--- config.mk ---
export PLATFORM = sky130hd
export DESIGN_NAME = ufmc_top
export DESIGN_NICKNAME = d
export VERILOG_FILES = /design/src/ufmc_pkg.sv /design/src/ufmc_fifo.sv /design/src/ufmc_vreq.sv /design/src/ufmc_top.sv
export SDC_FILE = /design/constraint.sdc
export NUM_CORES = 1
export LEC_CHECK = 0
export BUFFER_PORTS_ARGS = -buffer_cell sky130_fd_sc_hd__buf_2
export CAP_MARGIN = 25
export CORE_MARGIN = 3
export CORE_UTILIZATION = 54
export CTS_CLUSTER_SIZE = 24
export DETAILED_ROUTE_END_ITERATION = 10
export GPL_TIMING_DRIVEN = 0
export PLACE_DENSITY = 0.85
export SLEW_MARGIN = 15
export SYNTH_ARGS = -nofsm -noshare
export SYNTH_HDL_FRONTEND = slang
export SYNTH_SLANG_ARGS = --single-unit
--- constraint.sdc ---
create_clock -name mclk -period 10.9 [get_ports mclk]
set_input_delay 2.725 -clock mclk [delete_from_list [all_inputs] [get_ports mclk]]
set_output_delay 2.725 -clock mclk [all_outputs]
set_load 0.005 [all_outputs]
--- src/ufmc_pkg.sv ---
// ufmc_pkg: constants and carriers for the uart flow and multidrop control
// assumes nothing beyond a systemverilog compiler
package ufmc_pkg;
    // ****************************************
    // general sizes
    // ****************************************
    localparam int unsigned PKT_MAX = 64;
    localparam int unsigned GP_PINS = 6;
    localparam int unsigned FIFO_DEPTH = 8;
    localparam int unsigned FIFO_WIDTH = 8;
    // ****************************************
    // mode field codes
    // ****************************************
    localparam logic [2:0] FC_HW = 3'h1;
    localparam logic [2:0] FC_SW = 3'h2;
    localparam logic [2:0] FC_MD_TXON = 3'h3;
    localparam logic [2:0] FC_MD_TXMATCH = 3'h4;
    localparam int unsigned FC_HALF_BIT = 3;
    localparam logic [2:0] PM_RTSCTS = 3'h1;
    localparam logic [2:0] PM_DTRDSR = 3'h2;
    localparam logic [2:0] PM_RS485 = 3'h3;
    localparam int unsigned PM_POL_BIT = 3;
    // ****************************************
    // pin positions
    // ****************************************
    localparam int unsigned PIN_RTS = 5;
    localparam int unsigned PIN_CTS = 4;
    localparam int unsigned PIN_DTR = 3;
    localparam int unsigned PIN_DSR = 2;
    localparam int unsigned PIN_WAKE = 0;
    localparam logic [5:0] GP_DIR_RST = 6'h00;
    // ****************************************
    // timing
    // ****************************************
    localparam int unsigned CLK_HZ = 10000000;
    localparam int unsigned IDLE_CHARS = 3;
    localparam int unsigned SUSPEND_MS = 3;
    localparam int unsigned SUSPEND_CYC = SUSPEND_MS * (CLK_HZ / 1000);
    localparam logic [31:0] LOWLAT_BAUD = 32'd46921;
    localparam logic [3:0] TURN_MAX = 4'hF;
    // ****************************************
    // vendor requests and blocks
    // ****************************************
    localparam logic [7:0] RT_VWRITE = 8'h40;
    localparam logic [7:0] RQ_VWRITE = 8'h00;
    localparam logic [7:0] RT_VREAD = 8'hC0;
    localparam logic [7:0] RQ_VREAD = 8'h01;
    localparam logic [7:0] BLK_CHA = 8'h00;
    localparam logic [7:0] BLK_CHB = 8'h01;
    localparam logic [7:0] BLK_MGR = 8'h04;

    typedef struct packed {
        logic [7:0] req_type;
        logic [7:0] request;
        logic [15:0] value;
        logic [7:0] reg_index;
        logic [7:0] block;
        logic [15:0] count;
    } ufmc_setup_s;

    typedef struct packed {
        logic wr;
        logic rd;
        logic [1:0] group;
        logic [7:0] reg_index;
        logic [7:0] data;
        logic [15:0] count;
    } ufmc_vreq_s;
endpackage

--- src/ufmc_fifo.sv ---
// ufmc_fifo: small synchronous fifo with valid and ready on both sides
// assumes one clock and an asynchronous active high reset
`timescale 1ns/10ps
`default_nettype none
module ufmc_fifo #(
    parameter int unsigned WIDTH = 8,
    parameter int unsigned DEPTH = 8
) (
    // clock and reset
    input wire logic mclk,
    input wire logic rst,
    // fill side
    input wire logic in_valid,
    output logic in_ready,
    input wire logic [WIDTH-1:0] in_data,
    // drain side
    output logic out_valid,
    input wire logic out_ready,
    output logic [WIDTH-1:0] out_data,
    // fill level
    output logic [$clog2(DEPTH+1)-1:0] level
);
    localparam int unsigned AW = $clog2(DEPTH);
    logic [WIDTH-1:0] mem_q [DEPTH];
    logic [AW-1:0] wp_q;
    logic [AW-1:0] rp_q;
    logic [$clog2(DEPTH+1)-1:0] cnt_q;
    logic push;
    logic pop;

    // handshakes
    assign in_ready = (cnt_q != DEPTH[$clog2(DEPTH+1)-1:0]);
    assign out_valid = (cnt_q != '0);
    assign push = in_valid && in_ready;
    assign pop = out_valid && out_ready;
    assign out_data = mem_q[rp_q];
    assign level = cnt_q;

    // storage
    always_ff @(posedge mclk) begin
        if (push) begin
            mem_q[wp_q] <= in_data;
        end
    end

    // pointers and count
    always_ff @(posedge mclk or posedge rst) begin
        if (rst) begin
            wp_q <= '0;
            rp_q <= '0;
            cnt_q <= '0;
        end else begin
            if (push) begin
                wp_q <= (wp_q == AW'(DEPTH - 1)) ? '0 : wp_q + 1'b1;
            end
            if (pop) begin
                rp_q <= (rp_q == AW'(DEPTH - 1)) ? '0 : rp_q + 1'b1;
            end
            cnt_q <= cnt_q + (push ? 1'b1 : 1'b0) - (pop ? 1'b1 : 1'b0);
        end
    end
endmodule
`default_nettype wire

--- src/ufmc_vreq.sv ---
// ufmc_vreq: decodes vendor register control requests into a register access
// assumes setup packets arrive as one-cycle strobes on mclk
`timescale 1ns/10ps
`default_nettype none
module ufmc_vreq (
    // clock and reset
    input wire logic mclk,
    input wire logic rst,
    // setup packet in
    input wire logic setup_stb,
    input wire ufmc_pkg::ufmc_setup_s setup,
    // decoded request out
    output ufmc_pkg::ufmc_vreq_s vreq_q,
    output logic bad_q
);
    // block number to register group, 3 means none
    function automatic logic [1:0] grp_of(input logic [7:0] blk);
        if (blk == ufmc_pkg::BLK_CHA) begin
            return 2'h0;
        end else if (blk == ufmc_pkg::BLK_CHB) begin
            return 2'h1;
        end else if (blk == ufmc_pkg::BLK_MGR) begin
            return 2'h2;
        end else begin
            return 2'h3;
        end
    endfunction

    logic is_wr;
    logic is_rd;
    assign is_wr = setup.req_type == ufmc_pkg::RT_VWRITE && setup.request == ufmc_pkg::RQ_VWRITE;
    assign is_rd = setup.req_type == ufmc_pkg::RT_VREAD && setup.request == ufmc_pkg::RQ_VREAD;

    // register the decoded request for one cycle
    always_ff @(posedge mclk or posedge rst) begin
        if (rst) begin
            vreq_q <= '0;
            bad_q <= 1'b0;
        end else begin
            vreq_q.wr <= setup_stb && is_wr && grp_of(setup.block) != 2'h3;
            vreq_q.rd <= setup_stb && is_rd && grp_of(setup.block) != 2'h3;
            vreq_q.group <= grp_of(setup.block);
            vreq_q.reg_index <= setup.reg_index;
            vreq_q.data <= setup.value[7:0];
            vreq_q.count <= setup.count;
            bad_q <= setup_stb && (is_wr || is_rd) && grp_of(setup.block) == 2'h3;
        end
    end
endmodule
`default_nettype wire

--- src/ufmc_top.sv ---
// ufmc_top: flow control, line control, multidrop and suspend logic of one channel
// assumes a uart core beside it gives bit ticks, char strobes and tx state on mclk
//
// Overview of operation
// - acknowledge bulk-in with full packet once 64 bytes are buffered
// - below 64 bytes without low latency, bulk-in may be refused
// - below 64 bytes and idle over 3 characters, send all buffered
// - low latency releases buffered bytes at once, no idle wait
// - line coding below 46921 bps sets low latency automatically
// - six general pins per channel, all inputs after reset
// - pin mode 001 and flow mode 001 make pins 5,4 rts,cts
// - rts deasserted when receive fifo full, reasserted when room
// - transmitter paused while cts deasserted by remote party
// - pin mode 010 makes pins 3,2 dtr,dsr with same handshake
// - flow mode 010 matches stop and resume characters on receive
// - rs-485 direction asserted before first bit, dropped after stop
// - direction drop may be delayed 1 to 15 bit times
// - direction polarity chosen by pin mode bit 3
// - modes 3,4 address byte has ninth bit set, matches either register
// - matched address dropped, following data bytes stored
// - unmatched address byte disables the receiver
// - mode 3 transmitter always on, mode 4 only while matched
// - flow bit 3 ignores receive data while transmitting
// - suspend entered after 3 ms without bus activity
// - falling edge of pin 0 while suspended requests remote wakeup
// - vendor write uses type 40h request 0
// - vendor burst read uses type C0h request 1
// - block 0 channel a, 1 channel b, 4 manager
`timescale 1ns/10ps
`default_nettype none
module ufmc_top #(
    parameter int unsigned SUSPEND_CYC = ufmc_pkg::SUSPEND_CYC
) (
    // clock and reset
    input wire logic mclk,
    input wire logic rst,
    // configuration
    input wire logic [3:0] flow_mode,
    input wire logic [3:0] pin_mode,
    input wire logic [3:0] turnaround_delay,
    input wire logic [7:0] resume_char,
    input wire logic [7:0] stop_char,
    input wire logic [5:0] gp_dir,
    input wire logic [5:0] gp_out,
    input wire logic low_latency_set,
    input wire logic [3:0] char_bits,
    input wire logic wakeup_enable,
    // line coding request
    input wire logic line_coding_stb,
    input wire logic [31:0] line_coding_baud,
    // uart core side
    input wire logic bit_tick,
    input wire logic rx_char_stb,
    input wire logic [8:0] rx_char,
    input wire logic tx_busy,
    input wire logic tx_char_start,
    input wire logic tx_char_done,
    // receive data out to bulk-in
    input wire logic bulk_in_req,
    output logic bulk_in_ack_q,
    output logic bulk_in_nak_q,
    output logic [7:0] bulk_in_len_q,
    output logic rxd_valid,
    input wire logic rxd_ready,
    output logic [7:0] rxd_data,
    // fifo space seen by flow control
    input wire logic rx_fifo_full,
    input wire logic [8:0] rx_fifo_count,
    // general pins
    input wire logic [5:0] gp_in,
    output logic [5:0] gp_oe_q,
    output logic [5:0] gp_o_q,
    // control to uart core
    output logic tx_allow_q,
    output logic rx_enable_q,
    output logic low_latency_q,
    // usb side
    input wire logic usb_activity,
    input wire logic setup_stb,
    input wire ufmc_pkg::ufmc_setup_s setup,
    output logic suspend_q,
    output logic wakeup_req_q,
    output ufmc_pkg::ufmc_vreq_s vreq_q,
    output logic vreq_bad_q
);
    // ****************************************
    // pin synchronisers
    // ****************************************
    logic [5:0] gp_s1_q;
    logic [5:0] gp_s2_q;
    logic [5:0] gp_s3_q;
    // two stages, third for edge detect
    always_ff @(posedge mclk or posedge rst) begin
        if (rst) begin
            gp_s1_q <= 6'h3F;
            gp_s2_q <= 6'h3F;
            gp_s3_q <= 6'h3F;
        end else begin
            gp_s1_q <= gp_in;
            gp_s2_q <= gp_s1_q;
            gp_s3_q <= gp_s2_q;
        end
    end

    // ****************************************
    // mode decode
    // ****************************************
    logic hw_rtscts;
    logic hw_dtrdsr;
    logic sw_flow;
    logic md_mode;
    logic rs485_on;
    logic half_dup;
    assign hw_rtscts = pin_mode[2:0] == ufmc_pkg::PM_RTSCTS && flow_mode[2:0] == ufmc_pkg::FC_HW;
    assign hw_dtrdsr = pin_mode[2:0] == ufmc_pkg::PM_DTRDSR && flow_mode[2:0] == ufmc_pkg::FC_HW;
    assign sw_flow = flow_mode[2:0] == ufmc_pkg::FC_SW;
    assign md_mode = flow_mode[2:0] == ufmc_pkg::FC_MD_TXON
        || flow_mode[2:0] == ufmc_pkg::FC_MD_TXMATCH;
    assign rs485_on = pin_mode[2:0] == ufmc_pkg::PM_RS485;
    assign half_dup = flow_mode[ufmc_pkg::FC_HALF_BIT];

    // ****************************************
    // receive path filtering
    // ****************************************
    logic addr_byte;
    logic addr_hit;
    logic rx_take;
    logic match_q;
    logic xoff_q;
    logic fifo_in_ready;
    logic [3:0] fifo_level;
    assign addr_byte = md_mode && rx_char[8];
    assign addr_hit = rx_char[7:0] == resume_char || rx_char[7:0] == stop_char;
    assign rx_take = rx_char_stb && !(half_dup && tx_busy);

    // multidrop match state and receiver enable
    always_ff @(posedge mclk or posedge rst) begin
        if (rst) begin
            match_q <= 1'b0;
            rx_enable_q <= 1'b1;
        end else if (!md_mode) begin
            match_q <= 1'b0;
            rx_enable_q <= 1'b1;
        end else if (rx_take && addr_byte) begin
            match_q <= addr_hit;
            rx_enable_q <= addr_hit;
        end
    end

    // software flow stop and resume
    always_ff @(posedge mclk or posedge rst) begin
        if (rst) begin
            xoff_q <= 1'b0;
        end else if (!sw_flow) begin
            xoff_q <= 1'b0;
        end else if (rx_take) begin
            if (rx_char[7:0] == stop_char) begin
                xoff_q <= 1'b1;
            end else if (rx_char[7:0] == resume_char) begin
                xoff_q <= 1'b0;
            end
        end
    end

    // data bytes into fifo, address bytes and blanked bytes dropped
    logic fifo_push;
    assign fifo_push = rx_take && !addr_byte && (!md_mode || match_q) && rx_enable_q;
    ufmc_fifo #(
        .WIDTH(ufmc_pkg::FIFO_WIDTH),
        .DEPTH(ufmc_pkg::FIFO_DEPTH)
    ) u_fifo (
        .mclk(mclk),
        .rst(rst),
        .in_valid(fifo_push),
        .in_ready(fifo_in_ready),
        .in_data(rx_char[7:0]),
        .out_valid(rxd_valid),
        .out_ready(rxd_ready),
        .out_data(rxd_data),
        .level(fifo_level)
    );

    // ****************************************
    // transmit gating
    // ****************************************
    logic cts_ok;
    assign cts_ok = hw_rtscts ? !gp_s2_q[ufmc_pkg::PIN_CTS]
        : hw_dtrdsr ? !gp_s2_q[ufmc_pkg::PIN_DSR] : 1'b1;

    // transmitter permission
    always_ff @(posedge mclk or posedge rst) begin
        if (rst) begin
            tx_allow_q <= 1'b1;
        end else begin
            tx_allow_q <= cts_ok && !xoff_q
                && !(flow_mode[2:0] == ufmc_pkg::FC_MD_TXMATCH && !match_q);
        end
    end

    // ****************************************
    // rs-485 direction and turnaround
    // ****************************************
    logic dir_on_q;
    logic [3:0] turn_q;
    // direction hold state
    always_ff @(posedge mclk or posedge rst) begin
        if (rst) begin
            dir_on_q <= 1'b0;
            turn_q <= 4'h0;
        end else if (!rs485_on) begin
            dir_on_q <= 1'b0;
            turn_q <= 4'h0;
        end else if (tx_char_start || tx_busy) begin
            dir_on_q <= 1'b1;
            turn_q <= turnaround_delay;
        end else if (tx_char_done && turnaround_delay == 4'h0) begin
            dir_on_q <= 1'b0;
        end else if (dir_on_q && bit_tick) begin
            if (turn_q == 4'h0) begin
                dir_on_q <= 1'b0;
            end else begin
                turn_q <= turn_q - 4'h1;
            end
        end
    end

    // ****************************************
    // general pins
    // ****************************************
    // pin drive and enables
    always_ff @(posedge mclk or posedge rst) begin
        if (rst) begin
            gp_oe_q <= ufmc_pkg::GP_DIR_RST;
            gp_o_q <= 6'h3F;
        end else begin
            gp_oe_q <= gp_dir;
            gp_o_q <= gp_out;
            if (hw_rtscts) begin
                gp_oe_q[ufmc_pkg::PIN_RTS] <= 1'b1;
                gp_oe_q[ufmc_pkg::PIN_CTS] <= 1'b0;
                gp_o_q[ufmc_pkg::PIN_RTS] <= rx_fifo_full || !fifo_in_ready;
            end
            if (hw_dtrdsr) begin
                gp_oe_q[ufmc_pkg::PIN_DTR] <= 1'b1;
                gp_oe_q[ufmc_pkg::PIN_DSR] <= 1'b0;
                gp_o_q[ufmc_pkg::PIN_DTR] <= rx_fifo_full || !fifo_in_ready;
            end
            if (rs485_on) begin
                gp_oe_q[ufmc_pkg::PIN_RTS] <= 1'b1;
                gp_o_q[ufmc_pkg::PIN_RTS] <= dir_on_q ^ !pin_mode[ufmc_pkg::PM_POL_BIT];
            end
        end
    end

    // ****************************************
    // low latency and idle timeout
    // ****************************************
    logic [5:0] idle_q;
    logic [5:0] idle_lim;
    assign idle_lim = 6'(ufmc_pkg::IDLE_CHARS * char_bits);

    // idle bit counter restarted per character
    always_ff @(posedge mclk or posedge rst) begin
        if (rst) begin
            idle_q <= 6'h00;
        end else if (rx_char_stb) begin
            idle_q <= 6'h00;
        end else if (bit_tick && idle_q <= idle_lim) begin
            idle_q <= idle_q + 6'h01;
        end
    end

    // low latency flag
    always_ff @(posedge mclk or posedge rst) begin
        if (rst) begin
            low_latency_q <= 1'b0;
        end else if (line_coding_stb) begin
            low_latency_q <= low_latency_set || line_coding_baud < ufmc_pkg::LOWLAT_BAUD;
        end else begin
            low_latency_q <= low_latency_set || low_latency_q && !line_coding_stb;
        end
    end

    // bulk-in answer
    always_ff @(posedge mclk or posedge rst) begin
        if (rst) begin
            bulk_in_ack_q <= 1'b0;
            bulk_in_nak_q <= 1'b0;
            bulk_in_len_q <= 8'h00;
        end else begin
            bulk_in_ack_q <= 1'b0;
            bulk_in_nak_q <= 1'b0;
            if (bulk_in_req) begin
                if (rx_fifo_count >= 9'(ufmc_pkg::PKT_MAX)) begin
                    bulk_in_ack_q <= 1'b1;
                    bulk_in_len_q <= 8'(ufmc_pkg::PKT_MAX);
                end else if (rx_fifo_count != 9'h000
                    && (low_latency_q || idle_q > idle_lim)) begin
                    bulk_in_ack_q <= 1'b1;
                    bulk_in_len_q <= rx_fifo_count[7:0];
                end else begin
                    bulk_in_nak_q <= 1'b1;
                    bulk_in_len_q <= 8'h00;
                end
            end
        end
    end

    // ****************************************
    // suspend and wakeup
    // ****************************************
    logic [$clog2(SUSPEND_CYC+1)-1:0] quiet_q;
    always_ff @(posedge mclk or posedge rst) begin
        if (rst) begin
            quiet_q <= '0;
            suspend_q <= 1'b0;
        end else if (usb_activity) begin
            quiet_q <= '0;
            suspend_q <= 1'b0;
        end else if (quiet_q >= ($clog2(SUSPEND_CYC+1))'(SUSPEND_CYC - 1)) begin
            suspend_q <= 1'b1;
        end else begin
            quiet_q <= quiet_q + 1'b1;
        end
    end

    always_ff @(posedge mclk or posedge rst) begin
        if (rst) begin
            wakeup_req_q <= 1'b0;
        end else begin
            wakeup_req_q <= suspend_q && wakeup_enable && !gp_dir[ufmc_pkg::PIN_WAKE]
                && gp_s3_q[ufmc_pkg::PIN_WAKE] && !gp_s2_q[ufmc_pkg::PIN_WAKE];
        end
    end

    // ****************************************
    // vendor requests
    // ****************************************
    ufmc_vreq u_vreq (
        .mclk(mclk),
        .rst(rst),
        .setup_stb(setup_stb),
        .setup(setup),
        .vreq_q(vreq_q),
        .bad_q(vreq_bad_q)
    );

    // ****************************************
    // checks
    // ****************************************
    property p_full_ack;
        @(posedge mclk) disable iff (rst)
        bulk_in_req && rx_fifo_count >= 9'd64 |=> bulk_in_ack_q && bulk_in_len_q == 8'd64;
    endproperty
    a_full_ack: assert property (p_full_ack) else $error("full packet not acked");

    property p_nak;
        @(posedge mclk) disable iff (rst)
        bulk_in_req && rx_fifo_count == 9'h000 |=> bulk_in_nak_q && !bulk_in_ack_q;
    endproperty
    a_nak: assert property (p_nak) else $error("empty request not refused");

    property p_lowlat;
        @(posedge mclk) disable iff (rst)
        bulk_in_req && low_latency_q && rx_fifo_count != 9'h000 |=> bulk_in_ack_q;
    endproperty
    a_lowlat: assert property (p_lowlat) else $error("low latency not released");

    property p_slow_baud;
        @(posedge mclk) disable iff (rst)
        line_coding_stb && line_coding_baud < 32'd46921 |=> low_latency_q;
    endproperty
    a_slow_baud: assert property (p_slow_baud) else $error("low latency not set");

    property p_rts;
        @(posedge mclk) disable iff (rst)
        hw_rtscts && rx_fifo_full |=> gp_o_q[5] && gp_oe_q[5];
    endproperty
    a_rts: assert property (p_rts) else $error("rts not deasserted");

    property p_cts;
        @(posedge mclk) disable iff (rst)
        hw_rtscts && gp_s2_q[4] |=> !tx_allow_q;
    endproperty
    a_cts: assert property (p_cts) else $error("tx not paused");

    property p_xoff;
        @(posedge mclk) disable iff (rst)
        sw_flow && rx_take && rx_char[7:0] == stop_char ##1 sw_flow |=> !tx_allow_q;
    endproperty
    a_xoff: assert property (p_xoff) else $error("stop char ignored");

    property p_mismatch;
        @(posedge mclk) disable iff (rst)
        md_mode && rx_take && addr_byte && !addr_hit ##1 md_mode |-> !rx_enable_q;
    endproperty
    a_mismatch: assert property (p_mismatch) else $error("receiver not disabled");

    property p_halfdup;
        @(posedge mclk) disable iff (rst)
        half_dup && tx_busy |-> !fifo_push;
    endproperty
    a_halfdup: assert property (p_halfdup) else $error("rx taken while sending");

    property p_dir;
        @(posedge mclk) disable iff (rst)
        rs485_on && tx_char_start ##1 rs485_on |-> dir_on_q;
    endproperty
    a_dir: assert property (p_dir) else $error("direction not asserted");
endmodule
`default_nettype wire

==> Word level (Yosys, flattened, before mapping) <==
Memories as Yosys holds them, arrays and structs flattened.
Cells that the tools add are included.
{ "classes": {"eq_ne": 28, "n_reduce_logical": 64, "n_mul": 1, "n_addsub": 7, "mux": 49, "magnitude_cmp": 5, "bitwise": 1} }
{ "op_table": {"columns": ["op", "n"], "rows": [
  ["32-bit by 16-bit less-than comparator with 1-bit output, second input constant", 1],
  ["1-bit two-way mux", 32],
  ["1-bit logical AND", 31],
  ["15-bit two-way mux", 2],
  ["4-bit two-way mux", 5],
  ["8-bit by 1-bit == test with 1-bit output, second input constant", 2],
  ["8-bit == test", 2],
  ["8-bit logical NOT", 2],
  ["8-bit two-way mux", 2],
  ["15-bit by 1-bit adder with 15-bit output, second input constant", 1],
  ["15-bit >= comparator, second input constant", 1],
  ["1-bit logical NOT", 13],
  ["3-bit by 2-bit == test with 1-bit output, second input constant", 4],
  ["6-bit two-way mux", 2],
  ["3-bit == test, second input constant", 3],
  ["9-bit by 7-bit >= comparator with 1-bit output, second input constant", 1],
  ["1-bit logical OR", 9],
  ["9-bit nonzero test", 1],
  ["8-bit by 3-bit == test with 1-bit output, second input constant", 1],
  ["8-bit by 7-bit == test with 1-bit output, second input constant", 1],
  ["8-bit == test, second input constant", 1],
  ["4-bit logical NOT", 2],
  ["2-bit two-way mux", 4],
  ["4-bit by 1-bit inequality test with 1-bit output, second input constant", 2],
  ["21 further kinds", 30]
]} }
{ "word_totals": {"n_memories": 1, "out_inout_bits": 73, "inputBits": 179, "reg_bits": 113, "mem_bits_rw": 64} }
{ "mem_list": {"columns": ["memory", "depth", "word_bits", "rd", "rd_ports_with_merged_regs", "write_ports", "line_no", "rtl"], "rows": [
  ["u_fifo.mem_q", 8, 8, 1, 0, 1, "ufmc_fifo.sv:24", "logic [WIDTH-1:0] mem_q [DEPTH];"]
]} }

==> Logic depth before layout (Yosys ltp) <==
{ "depth": {"word_depth": 11, "mapped_depth": 11, "ltp_nobuf": 11} }

==> Cells and area by module <==
A second synthesis with hierarchy kept.
{ "hier_totals": {"cells_unflattened": 536, "area_unflattened_um2": 7500.9} }
{ "modules_own_cells": {"columns": ["mod", "area_per_inst_um2", "cells_per_inst", "n_inst"], "rows": [
  ["ufmc_top", 3328.2, 331, 1],
  ["ufmc_fifo", 3095.5, 150, 1],
  ["ufmc_vreq", 1077.3, 55, 1]
]} }

==> Worst setup path after synthesis <==
No wires, ideal clock.
{ "synth_timing": {"path_kind": "input -> register", "from": "input char_bits[0]", "to": "register idle_q[5]", "t_required_ps": 10775, "arrival_time_ps": 4983, "n_path_buf": 0, "setup_time_ps": 125, "path_stages": 10, "setup_slack_ps": 5792, "path_cell_list": "ha_1 inv_1 fa_1 xnor2_1 ha_1 a211oi_1 nor2_1 o32a_1 and4bb_2 mux2_2"} }
{ "synth_between": {"elab_chain_cells": 4} }
{ "synth_rtl": {"columns": ["element", "line_no", "rtl"], "rows": [
  ["from (decl)", "ufmc_top.sv:46", "input wire logic [3:0] char_bits,"],
  ["2-bit by 4-bit multiplier with 6-bit output", "ufmc_top.sv:260", "assign idle_lim = 6'(ufmc_pkg::IDLE_CHARS * char_bits);"],
  ["6-bit <= comparator", "ufmc_top.sv:268", "end else if (bit_tick && idle_q <= idle_lim) begin"],
  ["1-bit logical AND", "ufmc_top.sv:268", null],
  ["2-bit nonzero test (no source line)", null, null],
  ["to (signal assigned)", "ufmc_top.sv:269", "idle_q <= idle_q + 6'h01;"],
  ["to (decl)", "ufmc_top.sv:258", "logic [5:0] idle_q;"]
]} }
No other way between the ends.
A chain may end at the register's enable or synchronous reset.

==> Worst setup path in the final report <==
{ "layout_timing": {"from": "register u_fifo.rp_q[1]", "to": "output rxd_data[0]"} }
{ "layout_between": {"elab_chain_cells": 1} }
{ "layout_rtl": {"columns": ["element", "line_no", "rtl"], "rows": [
  ["from (decl)", "ufmc_fifo.sv:26", "logic [AW-1:0] rp_q;"],
  ["from (signal assigned)", "ufmc_fifo.sv:57", "rp_q <= (rp_q == AW'(DEPTH - 1)) ? '0 : rp_q + 1'b1;"],
  ["memory 8 x 8 bit", null, null],
  ["to (decl)", "ufmc_top.sv:65", "output logic [7:0] rxd_data,"]
]} }
No other way between the ends.

==> metrics <==
share of the synthesized area in the top cell type 32.0%; worst path required time 8.18 ns; core area 0.0130 mm²; Top FF cell, synth dfrtp_1; # setup viols final 0; initial antenna violation count 1; number of synthesized flops with an enable pin 64; clock sink count approximately 170; die area approximately 0.015 mm²; hold buffers post-CTS 0; Die H 123 µm; antenna-violating nets left 0; slew margin rel. a little under half; count leader, synth dfrtp_1; TritonRoute pass-1 iters 5; top cells by area, synth dfrtp_1 32%, edfxtp_1 26%, dfstp_2 5.4%, mux4_2 4.9%, ha_1 3.9%; drc violations 0; area leader, netlist dfrtp_1; synthesis-to-finish area growth 27.4%; # port buffers 237; vias in the first global route 5703; post-CTS sizing 0; clk buf depth 2; Synthesis Warnings 0; crit start category flip-flop; Synth async-reset ratio 63.0%; std cell rows 41; Seq/Total Area, Yosys 63.5%; Post-DP Area 0.00881 mm²; LEAKAGE slightly above 4 nW; synthesized netlist cell count 538; RSZ-0062 raised after global routing no; largest net degree at the start of global routing 70; design area 0.00936 mm²; global-route wire length before repair 28.0 mm; hold slack 0.356 ns; outcome finished clean; Final min period 5.31 ns; Max VDD drop 0.131 mV; later-pin clock latency in the skew report 0.43 ns; Max FO, Critical Path 10; total number of H-tree levels 4; fin. max-slew vios 0; multi-input logic area 0.00252 mm²; clock root buffer clkbuf_16; syn_nets around 740; Final Hold Fails 0; register area between 0.004 and 0.005 mm²; Overflow after GRT 0; layout cell share with drive strength beyond 1 41.9%; max-cap violation count 0; fin crit share 48.7%; Ant. Diodes 0; Vias/cell 5.60; Routed WL per cell 18.6 µm; vias between 5000 and 6000; Initial Utilization ~57%; Post-Syn Area 0.00735 mm²; # Post-CTS Setup Buffers 0; CTS tree yes; post-synth cell types 62; Routability Congestion 0.905; # fillers 868; Total Routed Length 18.3 mm; Detailed Place HPWL around 14 mm; worst-margin pin slew between 0.8 and 0.9 ns; hold crit path type flip-flop to flip-flop; cell area power density 182 mW/mm²; Setup Skew 0.00897 ns; Nets 1001; fin util between 70% and 80%; critical path class flip-flop to primary output; Iter 0 DRT Violations 404; Die Width 123 µm; CTS buffer count 17; post-synthesis register bit count ~170; synthesized area per cell 13.7 µm²; Ports 252; Reg clk slew, reported paths 0.06 ns; Total GRT Usage 24.9%; setup tns final 0 ns; Worst Setup End Kind primary output; top achievable clock speed 188 MHz; Worst Path Arrival around 2.6 ns; synth cell count leaders 94 x dfrtp_1, 64 x edfxtp_1, 33 x nand2_1, 33 x nor2_1, 32 x inv_1
==> path summary, 6_finish.rpt <==
path | to | slack [ns] | cells after the start | start
setup / recovery | rxd_data[0] | 5.59 | 5 | u_fifo.rp_q[1]
hold / removal | gp_s3_q[0] | 0.36 | 0 | gp_s2_q[0]
setup reg to reg | u_fifo.mem_q[4][7] | 8.49 | 7 | u_fifo.level[2]
hold reg to reg | gp_s3_q[0] | 0.36 | 0 | gp_s2_q[0]
max in group asynchronous | gp_s2_q[0] | 7.93 | 3 | rst
min in group asynchronous | bulk_in_len_q[6] | 2.30 | 2 | rst
==> state kept, by name, indices dropped and copies added (netlist names), 3 cells and up <==
name	cells
u_vreq.vreq_q	36
gp_oe_q	6
gp_o_q	6
idle_q	6
gp_s2_q	3
bulk_in_len_q	8
quiet_q	15
gp_s1_q	3
u_fifo.wp_q	3
u_fifo.rp_q	3
turn_q	4
u_fifo.mem_q	64
u_fifo.level	4
==> per-stage QoR <==
step | std cells | worst slack [ns] | total power, mW
after detailed placement | 950 | 5.36 | 1.15
after global placement | 947 | 4.34 | 1.13
after global routing | 982 | 5.49 | 1.78
after floorplan | 538 | 5.33 | 1.01
after CTS | 982 | 5.55 | 1.71
final | 982 | 5.59 | 1.70
==> critical path, stage by stage (launching register included) <==
cell      delay [ns]
dfrtp_1         0.34
clkbuf_1        0.39
clkbuf_1        0.60
mux4_2          0.41
mux2_2          0.28
buf_2           0.13
==> power breakdown <==
group	leakage [nW]	switching, mW	internal, mW
Clock	0.277	0.251	0.312
Combinational	1.95	0.179	0.192
Sequential	1.91	0.0323	0.734
==> layer usage <==
layer | vias up | GRT usage, % | wire length, µm
met4 | 2 | 7.70 | 323
met5 | - | 0 | 13
met2 | 258 | 44.6 | 9960
li1 | 2507 | - | -
met1 | 2708 | 29.0 | 6660
met3 | 27 | 7.10 | 1320
==> cells by family after synthesis <==
logic type	Yosys count	synth area share (%)
xor+xnor	28	3.34
mux	34	7.64
compound gates	76	6.76
fa+ha+maj	25	4.46
simple gates	158	12.0
flops	173	63.5
buf+inv	44	2.33
==> layout make-up <==
class	instances	area share (%)
Sequential cell	173	49.9
Multi-Input combinational cell	321	26.9
Timing Repair Buffer	240	13.1
Clock buffer	20	5.00
Tap cell	172	2.30
Inverter	32	1.34
Clock inverter	12	0.896
Buffer	12	0.548
==> cell usage in the layout (no fill, tap or decap), types with 4 or more instances in the layout <==
master,netlist,final
buf_2,5,243
dfrtp_1,94,94
edfxtp_1,64,64
nand2_1,33,33
nor2_1,33,33
inv_1,32,31
a21oi_1,25,25
ha_1,23,23
xnor2_1,20,20
clkbuf_16,0,18
mux2_2,17,17
mux4_2,16,16
dfstp_2,15,15
o21ai_0,14,14
nor4_1,12,12
nor3_1,11,11
nand3_1,9,9
nand4_1,8,8
xor2_1,8,8
clkbuf_1,6,7
nor2b_1,7,7
o31ai_1,6,6
or4_1,6,6
o22ai_1,6,6
a211oi_1,5,5
and3_1,4,4
or3_1,4,4
nor4b_1,4,4
inv_6,0,4
clkinv_2,0,4
No activity file was read; power rests on OpenSTA's default activity.
